## src/verilog/msd_pkg.sv

```systemverilog
// msd_pkg: constants and types for the memory space decoder
// assumes one core clock; all users reference names as msd_pkg::name
// Behaviour
// - 8 KB on-chip program store when select high
// - select high, fetch at or below 1FFFH internal
// - select high, 2000H to FFFFH goes external
// - select low, every fetch goes external
// - 16-bit instruction address counter addresses program
// - program 00 to 6BH reserved for interrupt entries
// - lower RAM, upper RAM, register area separate
// - upper RAM and register area share addresses
// - four eight-register banks at 0 to 31
// - addresses 32 to 47 give 128 bits
// - stack anywhere in internal RAM, 256 max
// - 64 KB external data, 16 or 8-bit address
// - register area decoded at 128 to 255
// - status word bits 4,3 pick the active bank
package msd_pkg;
  localparam logic [15:0] INT_ROM_LAST  = 16'h1fff;  // last internal program address
  localparam logic [15:0] EXT_ROM_FIRST = 16'h2000;  // first external program address
  localparam logic [15:0] VEC_LAST      = 16'h006b;  // last interrupt entry location
  localparam logic [15:0] PC_RESET      = 16'h0000;  // counter after reset
  localparam logic [7:0]  HIGH_FIRST    = 8'h80;     // start of shared upper half
  localparam logic [7:0]  BANK_LAST     = 8'h1f;     // last working register byte
  localparam logic [7:0]  BIT_FIRST     = 8'h20;     // first bit-addressable byte
  localparam logic [7:0]  BIT_LAST      = 8'h2f;     // last bit-addressable byte
  localparam logic [7:0]  BYTE_ZERO     = 8'h00;     // reset value of data bytes
  localparam int          BANK_HI_POS   = 4;         // status word bank bit high
  localparam int          BANK_LO_POS   = 3;         // status word bank bit low

  // internal data access modes
  typedef enum logic [1:0] {
    MSD_DIRECT   = 2'h0,  // operand address in the instruction
    MSD_INDIRECT = 2'h1,  // address from a pointer register
    MSD_REGISTER = 2'h3,  // working register number 0..7
    MSD_BIT      = 2'h2   // bit address
  } msd_mode_t;

  // which physical block a data access reaches
  typedef enum logic [2:0] {
    MSD_T_NONE  = 3'h0,  // idle
    MSD_T_LOW   = 3'h1,  // lower 128 byte RAM
    MSD_T_UPPER = 3'h3,  // upper 128 byte RAM
    MSD_T_SFR   = 3'h2,  // peripheral register area
    MSD_T_EXT   = 3'h6   // external data space
  } msd_tgt_t;
endpackage

```

## src/verilog/msd_fetch_route.sv

```systemverilog
// msd_fetch_route: routes a program fetch address internal or external
// assumes the select level is already synchronised by the caller
`timescale 1ns/1ps
module msd_fetch_route (
  input  wire logic        sel_int_ok,  // synchronised access select, high allows internal
  input  wire logic [15:0] addr,        // fetch address
  output logic             to_internal, // fetch served from on-chip store
  output logic             is_vector    // address inside interrupt entry area
);
  // internal only when allowed and inside the 8 KB store
  always_comb begin
    to_internal = sel_int_ok && (addr <= msd_pkg::INT_ROM_LAST);
    is_vector   = (addr <= msd_pkg::VEC_LAST);
  end
endmodule

```

## src/verilog/msd_decoder.sv

```systemverilog
// msd_decoder: program fetch routing and internal/external data decoding
// assumes a core that issues one fetch and one data access per cycle
// assumes every request input comes from core logic on sys_clk
// only the select pin is asynchronous and passes the synchroniser
// internal data map: 00-1f banks, 20-2f bit bytes, 30-7f scratch
// 80-ff shared by upper RAM and the register area, split by mode
// every answer appears one edge after its request is sampled
// no storage here: strobes and addresses go to the memories
`timescale 1ns/1ps
module msd_decoder (
  input  wire logic                sys_clk,          // core clock
  input  wire logic                rst,              // synchronous reset, high
  input  wire logic                ext_access_select, // pin: high allows internal store
  input  wire logic                fetch_req,        // fetch next instruction
  input  wire logic                jump_req,         // load counter with jump target
  input  wire logic [15:0]         jump_addr,        // jump target
  input  wire logic [7:0]          status_word,      // core status word
  input  wire logic                data_req,         // internal data access
  input  wire logic                data_wr,          // access writes
  input  wire msd_pkg::msd_mode_t  data_mode,        // addressing mode
  input  wire logic [7:0]          data_addr,        // address, reg number or bit addr
  input  wire logic                xdata_req,        // external data access
  input  wire logic                xdata_wide,       // 16-bit address form
  input  wire logic [15:0]         xdata_ptr,        // 16-bit pointer
  input  wire logic [7:0]          xdata_lo,         // 8-bit pointer
  input  wire logic [7:0]          xdata_page,       // page byte for 8-bit form
  output logic [15:0]              instr_address_counter, // next instruction address
  output logic                     fetch_int,        // fetch goes to on-chip store
  output logic                     fetch_ext,        // fetch goes to external program
  output logic [15:0]              fetch_addr,       // address of issued fetch
  output logic                     fetch_vector,     // fetch in interrupt entry area
  output logic [7:0]               ram_addr,         // byte address into lower/upper RAM
  output logic                     ram_sel_low,      // strobe lower RAM
  output logic                     ram_sel_upper,    // strobe upper RAM
  output logic                     sfr_sel,          // strobe register area
  output logic [6:0]               sfr_offset,       // offset inside register area
  output logic                     bit_access,       // byte holds a single bit
  output logic [2:0]               bit_index,        // bit within addressed byte
  output logic                     acc_wr,           // registered write flag
  output msd_pkg::msd_tgt_t        acc_target,       // block reached
  output logic                     xdata_sel,        // external data strobe
  output logic [15:0]              xdata_addr        // external data address
);
  // three-stage synchroniser for the select pin
  logic sel_s1_ff;
  logic sel_s2_ff;
  logic sel_s3_ff;
  // accepted select level and its next value
  logic sel_ok_ff;
  logic nxt_sel_ok;

  // program side state
  logic [15:0] pc_ff;
  logic [15:0] nxt_pc;
  // fetch strobes, address and entry-area flag of the last fetch
  logic        fint_ff;
  logic        nxt_fint;
  logic        fext_ff;
  logic        nxt_fext;
  logic [15:0] faddr_ff;
  logic [15:0] nxt_faddr;
  logic        fvec_ff;
  logic        nxt_fvec;
  // route of the counter as it stands, from the routing module
  logic        route_int;  // combinational route of current counter
  logic        route_vec;  // current counter in entry area

  // data side state
  logic [7:0]        raddr_ff;
  logic [7:0]        nxt_raddr;
  logic              rlow_ff;
  logic              nxt_rlow;
  logic              rup_ff;
  logic              nxt_rup;
  logic              sfr_ff;
  logic              nxt_sfr;
  logic [6:0]        soff_ff;
  logic [6:0]        nxt_soff;
  logic              bacc_ff;
  logic              nxt_bacc;
  logic [2:0]        bidx_ff;
  logic [2:0]        nxt_bidx;
  // access kind and block reached
  logic              wr_ff;
  logic              nxt_wr;
  msd_pkg::msd_tgt_t tgt_ff;
  msd_pkg::msd_tgt_t nxt_tgt;
  // external data strobe and address
  logic              xsel_ff;
  logic              nxt_xsel;
  logic [15:0]       xaddr_ff;
  logic [15:0]       nxt_xaddr;

  // working register byte address from bank field and register number
  // bank bits sit at fixed status word positions
  function automatic logic [7:0] bank_addr(input logic [7:0] sw, input logic [2:0] rn);
    bank_addr = {3'h0, sw[msd_pkg::BANK_HI_POS], sw[msd_pkg::BANK_LO_POS], rn};
  endfunction

  // byte address in the shared upper half; used by the bit, direct and indirect modes
  function automatic logic upper_half(input logic [7:0] a);
    upper_half = (a >= msd_pkg::HIGH_FIRST);
  endfunction

  // fetch routing for the current counter value
  // the counter before its increment picks the route
  msd_fetch_route u_route (
    .sel_int_ok  (sel_ok_ff),
    .addr        (pc_ff),
    .to_internal (route_int),
    .is_vector   (route_vec)
  );

  // select pin accepted once the last two stages agree
  // a disagreement keeps the last accepted level, so a glitch is ignored
  always_comb begin
    nxt_sel_ok = (sel_s2_ff == sel_s3_ff) ? sel_s3_ff : sel_ok_ff;
  end

  // three stages in a row; reset means external program only
  always_ff @(posedge sys_clk) begin
    if (rst) begin
      sel_s1_ff <= 1'b0;
      sel_s2_ff <= 1'b0;
      sel_s3_ff <= 1'b0;
      sel_ok_ff <= 1'b0;
    end else begin
      sel_s1_ff <= ext_access_select;
      sel_s2_ff <= sel_s1_ff;
      sel_s3_ff <= sel_s2_ff;
      sel_ok_ff <= nxt_sel_ok;
    end
  end

  // program counter and fetch strobes
  // counter wraps from ffff to 0000 on its own
  // strobes drop to zero unless a fetch is taken this cycle
  always_comb begin
    nxt_pc    = pc_ff;
    nxt_fint  = 1'b0;
    nxt_fext  = 1'b0;
    nxt_faddr = faddr_ff;
    nxt_fvec  = fvec_ff;
    // jump wins; no fetch strobe in the same cycle
    if (jump_req) begin
      nxt_pc = jump_addr;  // jump takes priority over fetch
    end else if (fetch_req) begin
      // a fetch is issued from the counter as it stands
      nxt_fint  = route_int;
      nxt_fext  = !route_int;
      nxt_faddr = pc_ff;
      nxt_fvec  = route_vec;
      nxt_pc    = pc_ff + 16'h0001;           // wraps at 64 KB
    end
  end

  // register the program side; counter restarts at the reset vector
  always_ff @(posedge sys_clk) begin
    if (rst) begin
      pc_ff    <= msd_pkg::PC_RESET;
      fint_ff  <= 1'b0;
      fext_ff  <= 1'b0;
      faddr_ff <= msd_pkg::PC_RESET;
      fvec_ff  <= 1'b0;
    end else begin
      pc_ff    <= nxt_pc;
      fint_ff  <= nxt_fint;
      fext_ff  <= nxt_fext;
      faddr_ff <= nxt_faddr;
      fvec_ff  <= nxt_fvec;
    end
  end

  // internal and external data decode
  // strobes and target last one cycle; addresses hold between accesses
  always_comb begin
    nxt_raddr = raddr_ff;
    nxt_rlow  = 1'b0;
    nxt_rup   = 1'b0;
    nxt_sfr   = 1'b0;
    nxt_soff  = soff_ff;
    nxt_bacc  = 1'b0;
    nxt_bidx  = bidx_ff;
    nxt_wr    = 1'b0;
    nxt_tgt   = msd_pkg::MSD_T_NONE;
    nxt_xsel  = 1'b0;
    nxt_xaddr = xaddr_ff;
    // internal access wins when both kinds are requested
    if (data_req) begin
      nxt_wr = data_wr;
      case (data_mode)
        // working register of the active bank
        msd_pkg::MSD_REGISTER: begin
          nxt_raddr = bank_addr(status_word, data_addr[2:0]);
          nxt_rlow  = 1'b1;
          nxt_tgt   = msd_pkg::MSD_T_LOW;
        end
        // single bit: low half in bit bytes, high half in the register area
        msd_pkg::MSD_BIT: begin
          nxt_bacc = 1'b1;
          nxt_bidx = data_addr[2:0];
          if (!upper_half(data_addr)) begin
            // bits 00..7F live in bytes 20H..2FH
            nxt_raddr = msd_pkg::BIT_FIRST + {4'h0, data_addr[6:3]};
            nxt_rlow  = 1'b1;
            nxt_tgt   = msd_pkg::MSD_T_LOW;
          end else begin
            // upper bits sit in register-area bytes at multiples of 8
            nxt_soff = {data_addr[6:3], 3'h0};
            nxt_sfr  = 1'b1;
            nxt_tgt  = msd_pkg::MSD_T_SFR;
          end
        end
        // direct: upper half is the register area
        msd_pkg::MSD_DIRECT: begin
          nxt_raddr = data_addr;
          if (upper_half(data_addr)) begin
            nxt_soff = data_addr[6:0];
            nxt_sfr  = 1'b1;
            nxt_tgt  = msd_pkg::MSD_T_SFR;
          end else begin
            nxt_rlow = 1'b1;
            nxt_tgt  = msd_pkg::MSD_T_LOW;
          end
        end
        msd_pkg::MSD_INDIRECT: begin
          // also the stack path: any byte of 256 RAM bytes
          nxt_raddr = data_addr;
          // pointer bytes from 80H up land in upper RAM
          if (upper_half(data_addr)) begin
            nxt_rup = 1'b1;
            nxt_tgt = msd_pkg::MSD_T_UPPER;
          end else begin
            nxt_rlow = 1'b1;
            nxt_tgt  = msd_pkg::MSD_T_LOW;
          end
        end
        // unknown mode reaches nothing
        default: begin
          nxt_tgt = msd_pkg::MSD_T_NONE;
        end
      endcase
    end else if (xdata_req) begin
      // external data: full pointer or page byte with low byte
      nxt_xsel  = 1'b1;
      nxt_wr    = data_wr;
      nxt_tgt   = msd_pkg::MSD_T_EXT;
      nxt_xaddr = xdata_wide ? xdata_ptr : {xdata_page, xdata_lo};
    end
  end

  // register the data side; nothing is selected during reset
  always_ff @(posedge sys_clk) begin
    if (rst) begin
      raddr_ff <= msd_pkg::BYTE_ZERO;
      rlow_ff  <= 1'b0;
      rup_ff   <= 1'b0;
      sfr_ff   <= 1'b0;
      soff_ff  <= 7'h00;
      bacc_ff  <= 1'b0;
      bidx_ff  <= 3'h0;
      wr_ff    <= 1'b0;
      tgt_ff   <= msd_pkg::MSD_T_NONE;
      xsel_ff  <= 1'b0;
      xaddr_ff <= 16'h0000;
    end else begin
      raddr_ff <= nxt_raddr;
      rlow_ff  <= nxt_rlow;
      rup_ff   <= nxt_rup;
      sfr_ff   <= nxt_sfr;
      soff_ff  <= nxt_soff;
      bacc_ff  <= nxt_bacc;
      bidx_ff  <= nxt_bidx;
      wr_ff    <= nxt_wr;
      tgt_ff   <= nxt_tgt;
      xsel_ff  <= nxt_xsel;
      xaddr_ff <= nxt_xaddr;
    end
  end

  // outputs straight from flip-flops
  // program side
  assign instr_address_counter = pc_ff;
  assign fetch_int     = fint_ff;
  assign fetch_ext     = fext_ff;
  assign fetch_addr    = faddr_ff;
  assign fetch_vector  = fvec_ff;

  // internal data side
  assign ram_addr      = raddr_ff;
  assign ram_sel_low   = rlow_ff;
  assign ram_sel_upper = rup_ff;
  assign sfr_sel       = sfr_ff;
  assign sfr_offset    = soff_ff;
  assign bit_access    = bacc_ff;
  assign bit_index     = bidx_ff;
  assign acc_wr        = wr_ff;
  assign acc_target    = tgt_ff;

  // external data side
  assign xdata_sel     = xsel_ff;
  assign xdata_addr    = xaddr_ff;
endmodule

```

## config.mk

```make
export PLATFORM = sky130hd
export DESIGN_NAME = msd_decoder
export DESIGN_NICKNAME = d
export VERILOG_FILES = /design/src/verilog/msd_pkg.sv /design/src/verilog/msd_fetch_route.sv /design/src/verilog/msd_decoder.sv
export SDC_FILE = /design/constraint.sdc
export NUM_CORES = 1
export LEC_CHECK = 0
export BUFFER_PORTS_ARGS = -buffer_cell sky130_fd_sc_hd__buf_2
export CAP_MARGIN = 15
export CORE_UTILIZATION = 51
export CTS_CLUSTER_SIZE = 30
export DETAILED_ROUTE_END_ITERATION = 7
export HOLD_SLACK_MARGIN = 0.05
export PLACE_DENSITY = 0.82
export SLEW_MARGIN = 20
export SYNTH_ARGS = -nofsm -noshare
export SYNTH_HDL_FRONTEND = slang
export SYNTH_SLANG_ARGS = --single-unit
```

## constraint.sdc

```tcl
create_clock -name sys_clk -period 4.57 [get_ports sys_clk]
set_clock_uncertainty 0.15 [all_clocks]
set_input_delay 0.2285 -clock sys_clk [delete_from_list [all_inputs] [get_ports sys_clk]]
set_output_delay 0.2285 -clock sys_clk [all_outputs]
set_load 0.005 [all_outputs]
```

==> results of run 1 <==
## power breakdown
part	switching (mW)	internal, mW	total [mW]
clock network	0.250	0.305	0.555
logic	0.104	0.104	0.208
registers	0.0342	0.741	0.775
## kinds of logic (layout without fill, tap and decap cells)
| family | Yosys count | count (layout) | share of synthesized area |
|---|---|---|---|
| AOI/OAI and AO/OA | 92 | 92 | 0.185 |
| xor gates and xnor gates | 4 | 4 | 0.0100 |
| adders and majority gates | 1 | 1 | 0.00359 |
| buffers and inverters | 37 | 190 | 0.0499 |
| DFF | 81 | 81 | 0.465 |
| muxes | 27 | 27 | 0.0779 |
| and+or+nand+nor | 147 | 147 | 0.208 |
## metrics by stage
step	setup WS (ps)	utilization	power (mW)	area, um^2
after floorplan	2890	-	0.894	3490
after global placement	2540	0.644	0.972	4160
after detailed placement	2450	0.644	0.979	4160
after CTS	2430	0.715	1.54	4620
after global routing	2140	0.716	1.61	4620
final	2350	0.716	1.54	4620
## routing by layer
metal / wire length, um / global-route usage / vias to the layer above
li1: - / - / 1705
met1: 4010 / 0.334 / 1599
met2: 4410 / 0.428 / 161
met3: 571 / 0.0452 / 18
met4: 195 / 0.109 / 0
met5: 0 / 0 / -
## layout make-up
class | instances | share of cell area
Inverter | 3 | 0.00244
Multi-Input combinational cell | 271 | 0.367
Tap cell | 77 | 0.0208
Clock buffer | 10 | 0.0276
Sequential cell | 81 | 0.351
Clock inverter | 5 | 0.0176
Timing Repair Buffer | 172 | 0.214
## repair_timing
item	in CTS	in global routing
hold endpoints to repair	28	0
hold buffers	25	0
setup endpoints to repair	0	0
## worst max-delay path, stage by stage (launching register included)
cell and delay (ps):
dfxtp_1 530, nand4_1 520, o41a_1 570, a2111oi_0 330
## registers in the layout, summed over array words and instances (netlist names)
register / cells
xdata_addr: 16
sel_s1_ff: 1
acc_target: 3
bit_index: 3
acc_wr: 1
sfr_sel: 1
fetch_addr: 16
ram_addr: 8
ram_sel_upper: 1
fetch_int: 1
sfr_offset: 7
sel_ok_ff: 1
fetch_vector: 1
ram_sel_low: 1
sel_s3_ff: 1
instr_address_counter: 16
sel_s2_ff: 1
bit_access: 1
fetch_ext: 1
## worst max path at each step
stage                     slack [ps]                      from  cells past startpoint                   endpoint
after floorplan                 2890  instr_address_counter[2]                      5  instr_address_counter[13]
final                           2350  instr_address_counter[5]                      3  instr_address_counter[12]
after CTS                       2430  instr_address_counter[5]                      3  instr_address_counter[12]
after detailed placement        2450  instr_address_counter[5]                      3  instr_address_counter[12]
after global routing            2140  instr_address_counter[5]                      3  instr_address_counter[12]
after global placement          2540  instr_address_counter[5]                      3  instr_address_counter[12]
## cell usage in the layout (no fill, tap or decap), types with 3 or more instances in the layout
| master | n |
|---|---|
| dfxtp_1 | 81 |
| nand3b_1 | 4 |
| a2111oi_0 | 3 |
| a22o_1 | 3 |
| a311oi_1 | 9 |
| nand3_1 | 3 |
| xor2_1 | 4 |
| o21ai_0 | 6 |
| nor2_1 | 44 |
| nor2b_1 | 14 |
| a211oi_1 | 23 |
| nand4_1 | 6 |
| o31ai_1 | 3 |
| nand2_1 | 47 |
| buf_2 | 146 |
| inv_1 | 3 |
| mux2i_1 | 26 |
| dlygate4sd3_1 | 25 |
| o41a_1 | 5 |
| nor3_1 | 3 |
| clkbuf_8 | 9 |
| nor4_1 | 6 |
| a21oi_1 | 31 |
| nor3b_1 | 3 |
==> flow_summary.json, run 1 <==
{
  "ir_worst_vdd_mv": 0.214,
  "avgViaCountPerCell": 5.63,
  "cts_buffers": 9,
  "yosysMostFrequentCell": "dfxtp_1",
  "clk_pin_slew_ps": 80,
  "status": "finished, final reports clean",
  "grtUsageTotal": 0.259,
  "gp_congestion": 0.896,
  "die_h_um": 84.7,
  "cts_tree": "done",
  "fin_setup_tns_ps": 0,
  "fin_hold_ws_ps": 69.7,
  "syn_area_mm2": 0.00349,
  "wl_um": 9180,
  "critPathKind": "flip-flop to flip-flop",
  "die_w_um": 84.7,
  "remaining_drc_errors": 0,
  "drt_iter0_drc": 283,
  "worstPathMaxFanout": 13,
  "maxCapViolations": 0,
  "num_rows": 29,
  "dp_hpwl_um": 6090,
  "clock_latency_ps": 330,
  "syn_to_final_growth_pct": 32.7,
  "cts_sinks": 81,
  "coreArea_mm2": 0.00646,
  "routedWlPerCell_um": 14.8,
  "yosysTopAreaCellShare": 0.465,
  "cp.arrival_ps": 2290,
  "cts_root_buf": "clkbuf_8",
  "synth-edff-count": 0,
  "antenna_left": 0,
  "hold_path_class": "input pin to flip-flop",
  "critPathCaptureType": "flip-flop",
  "drive_gt1_frac": 0.306,
  "cts_htree_levels": 3,
  "first_pass_iters": 6,
  "slew-limit-headroom": 0.332,
  "period_needed_ps": 2220,
  "reg2reg_from": "instr_address_counter[5]",
  "start_util": 0.540,
  "dieArea_mm2": 0.00717,
  "synth_area_leaders": "dfxtp_1 47%, mux2i_1 7.5%, nand2_1 5.1%",
  "grt-ovfl-total": 0,
  "synth-seq-cells": 81,
  "netlist-cell-type-count": 46,
  "port_buffers": 146,
  "period_share": 0.485,
  "power_density_mw_per_mm2": 333,
  "finalSetupViolations": 0,
  "hp-start": "xdata_page[2]",
  "multi_input_area_mm2": 0.00170,
  "synthFlopType": "dfxtp_1",
  "post_cts_buffers": 0,
  "synthesis.nets": 465,
  "first_global_vias": 3169,
  "rsz0062_at_grt": "false",
  "p_leak_nw": 2.11,
  "worst_pin_slew_ps": 1000,
  "worstSetupStartpointType": "flip-flop",
  "r2r_end": "instr_address_counter[12]",
  "cts.path.max_buffers": 2,
  "rr_worst_depth": 3,
  "regArea_mm2": 0.00162,
  "insertedDiodeCount": 0,
  "final_max_slew_viol_count": 0,
  "layout.cells.non_filler": 619,
  "synth_top_cells_by_count": "81 x dfxtp_1, 47 x nand2_1, 44 x nor2_1, 31 x a21oi_1, 26 x mux2i_1",
  "synth_warnings": 0,
  "yosysTopAreaCell": "dfxtp_1",
  "cts_resized": 0,
  "final_nets": 614,
  "async_flop_share": 0,
  "hold_viol_final": 0,
  "r2r_slack_ps": 2350,
  "antenna_found_initial": 0,
  "grt_pass1_wl_um": 14900,
  "syn_inst": 389,
  "num_io_pins": 153,
  "dp_cells": 579,
  "grt_max_degree": 77,
  "hold-path-endpoint": "xdata_addr[10]",
  "critPathRequiredTime_ps": 4640,
  "via_count": 3483,
  "synth.avg_cell_area_um2": 8.96,
  "fmax_ghz": 0.451,
  "fill_cells": 529,
  "worstHoldPathCells": 3,
  "yosysSeqAreaShare": 0.465
}
(Power assumes the default switching activity.)
==> run 2: changes to the inputs <==
--- a/config.mk
+++ b/config.mk
@@ -7,11 +7,11 @@
 export LEC_CHECK = 0
 export BUFFER_PORTS_ARGS = -buffer_cell sky130_fd_sc_hd__buf_2
 export CAP_MARGIN = 15
-export CORE_UTILIZATION = 51
+export CORE_UTILIZATION = 47
 export CTS_CLUSTER_SIZE = 30
 export DETAILED_ROUTE_END_ITERATION = 7
 export HOLD_SLACK_MARGIN = 0.05
-export PLACE_DENSITY = 0.82
+export PLACE_DENSITY = 0.76
 export SLEW_MARGIN = 20
 export SYNTH_ARGS = -nofsm -noshare
 export SYNTH_HDL_FRONTEND = slang
==> constraint.sdc (replaced) <==
create_clock -name sys_clk -period 2.29 [get_ports sys_clk]
set_clock_uncertainty 0.15 [all_clocks]
set_input_delay 0.1145 -clock sys_clk [delete_from_list [all_inputs] [get_ports sys_clk]]
set_output_delay 0.1145 -clock sys_clk [all_outputs]
set_load 0.005 [all_outputs]
==> run 2 against run 1 <==
Critical path depth stayed put. Combinational power is 150% higher. Wire length is 16% higher. Non-clock buffer count is 48 higher. Final cell count is 11% higher. Die area is 8.3% higher. Total power is 100% higher. Sequential cell count stayed put. Critical endpoint unchanged. Highest routed layer unchanged.
==> flow_summary.json, run 2 (synthesized netlist as in run 1, its figures left out) <==
{
  "status": "finished, final reports clean",
  "ir_worst_vdd_mv": 0.377,
  "drive_gt1_frac": 0.293,
  "rsz0062_at_grt": "false",
  "grt_max_degree": 58,
  "fill_cells": 572,
  "routedWlPerCell_um": 15.5,
  "via_count": 3640,
  "start_util": 0.483,
  "critPathRequiredTime_ps": 2370,
  "grt-ovfl-total": 0,
  "first_pass_iters": 6,
  "maxCapViolations": 0,
  "hp-start": "jump_req",
  "dieArea_mm2": 0.00777,
  "hold_path_class": "input pin to flip-flop",
  "cts_sinks": 81,
  "grt-busiest-layer": "met2",
  "p_leak_nw": 2.31,
  "multi_input_area_mm2": 0.00169,
  "final_cell_mix": "146 x buf_2, 81 x dfxtp_1, 68 x dlygate4sd3_1",
  "period_share": 0.855,
  "period_needed_ps": 1960,
  "final_common_cell": "buf_2",
  "cts_tree": "done",
  "hold_viol_final": 0,
  "clock_latency_ps": 350,
  "cts_buffers": 9,
  "cts.path.max_buffers": 2,
  "remaining_drc_errors": 0,
  "syn_to_final_growth_pct": 46.8,
  "cts_htree_levels": 3,
  "critPathCaptureType": "flip-flop",
  "hold-path-endpoint": "instr_address_counter[1]",
  "grtUsageTotal": 0.275,
  "gp_congestion": 0.820,
  "r2r_end": "instr_address_counter[12]",
  "worst_pin_slew_ps": 734,
  "r2r_slack_ps": 330,
  "antenna_found_initial": 0,
  "cts_resized": 0,
  "grtUsageMet1": 0.345,
  "cp.arrival_ps": 2040,
  "drt_iter0_drc": 205,
  "final_nets": 662,
  "die_h_um": 88.1,
  "regArea_mm2": 0.00162,
  "num_io_pins": 153,
  "wl_um": 10700,
  "coreArea_mm2": 0.00721,
  "critPathKind": "flip-flop to flip-flop",
  "die_w_um": 88.1,
  "port_buffers": 146,
  "worstSetupStartpointType": "flip-flop",
  "slew-limit-headroom": 0.510,
  "num_rows": 31,
  "clk_pin_slew_ps": 90,
  "dp_hpwl_um": 6270,
  "first_global_vias": 3430,
  "avgViaCountPerCell": 5.28,
  "fmax_ghz": 0.511,
  "insertedDiodeCount": 0,
  "cts_root_buf": "clkbuf_8",
  "fin_hold_ws_ps": 76.1,
  "fin_setup_tns_ps": 0,
  "finalSetupViolations": 0,
  "final_max_slew_viol_count": 0,
  "worstHoldPathCells": 3,
  "reg2reg_from": "instr_address_counter[4]",
  "antenna_left": 0,
  "power_density_mw_per_mm2": 611,
  "worstPathMaxFanout": 15,
  "grt_pass1_wl_um": 16300,
  "rr_worst_depth": 3,
  "met3_usage": 0.0613,
  "use_met2": 0.458
}
[run 2: worst max path at each step]
stage	start	end	slack, ps
floorplan	instr_address_counter[2]	instr_address_counter[13]	610
global placement	instr_address_counter[4]	instr_address_counter[11]	510
detailed placement	instr_address_counter[4]	instr_address_counter[12]	410
CTS	instr_address_counter[4]	instr_address_counter[12]	370
global route	instr_address_counter[4]	instr_address_counter[11]	170
finish	instr_address_counter[4]	instr_address_counter[12]	330
[run 2: worst max-delay path, stage by stage (launching register included)]
cell,delay (ps)
dfxtp_1,480
nand2_1,360
o41a_1,500
a2111oi_0,350
[run 2: metrics by stage]
| step | worst slack, ps | power [mW] | area (um^2) | cells | util |
|---|---|---|---|---|---|
| 2_1_floorplan | 611 | 1.78 | 3490 | 389 | - |
| 3_3_place_gp | 509 | 1.95 | 4240 | 606 | 0.587 |
| 3_5_place_dp | 407 | 1.96 | 4240 | 606 | 0.587 |
| 4_1_cts | 373 | 3.12 | 5120 | 690 | 0.710 |
| 5_1_grt | 171 | 3.28 | 5120 | 690 | 0.710 |
| 6_report | 333 | 3.13 | 5120 | 690 | 0.710 |
[run 2: layout make-up]
type,count,area share
Clock buffer,9,0.0242
Clock inverter,7,0.0149
Inverter,3,0.00220
Multi-Input combinational cell,271,0.331
Sequential cell,81,0.317
Tap cell,99,0.0242
Timing Repair Buffer,220,0.287
[run 2: where the power goes]
| part | switching, mW | total (mW) | internal (mW) |
|---|---|---|---|
| Clock | 0.564 | 1.08 | 0.513 |
| Combinational | 0.240 | 0.512 | 0.272 |
| Sequential | 0.0603 | 1.54 | 1.48 |
| Total | 0.864 | 3.13 | 2.26 |
[run 2: routing by layer]
metal	share of wire	wire length, um	vias to the layer above
met5	0	0	-
met4	0.017	179	0
met3	0.059	629	20
met2	0.51	5440	138
met1	0.42	4440	1685
li1	-	-	1797
[run 2: repair_timing]
item,in CTS,in global routing
hold endpoints to repair,54,0
hold buffers,68,0
buffers inserted,0,0
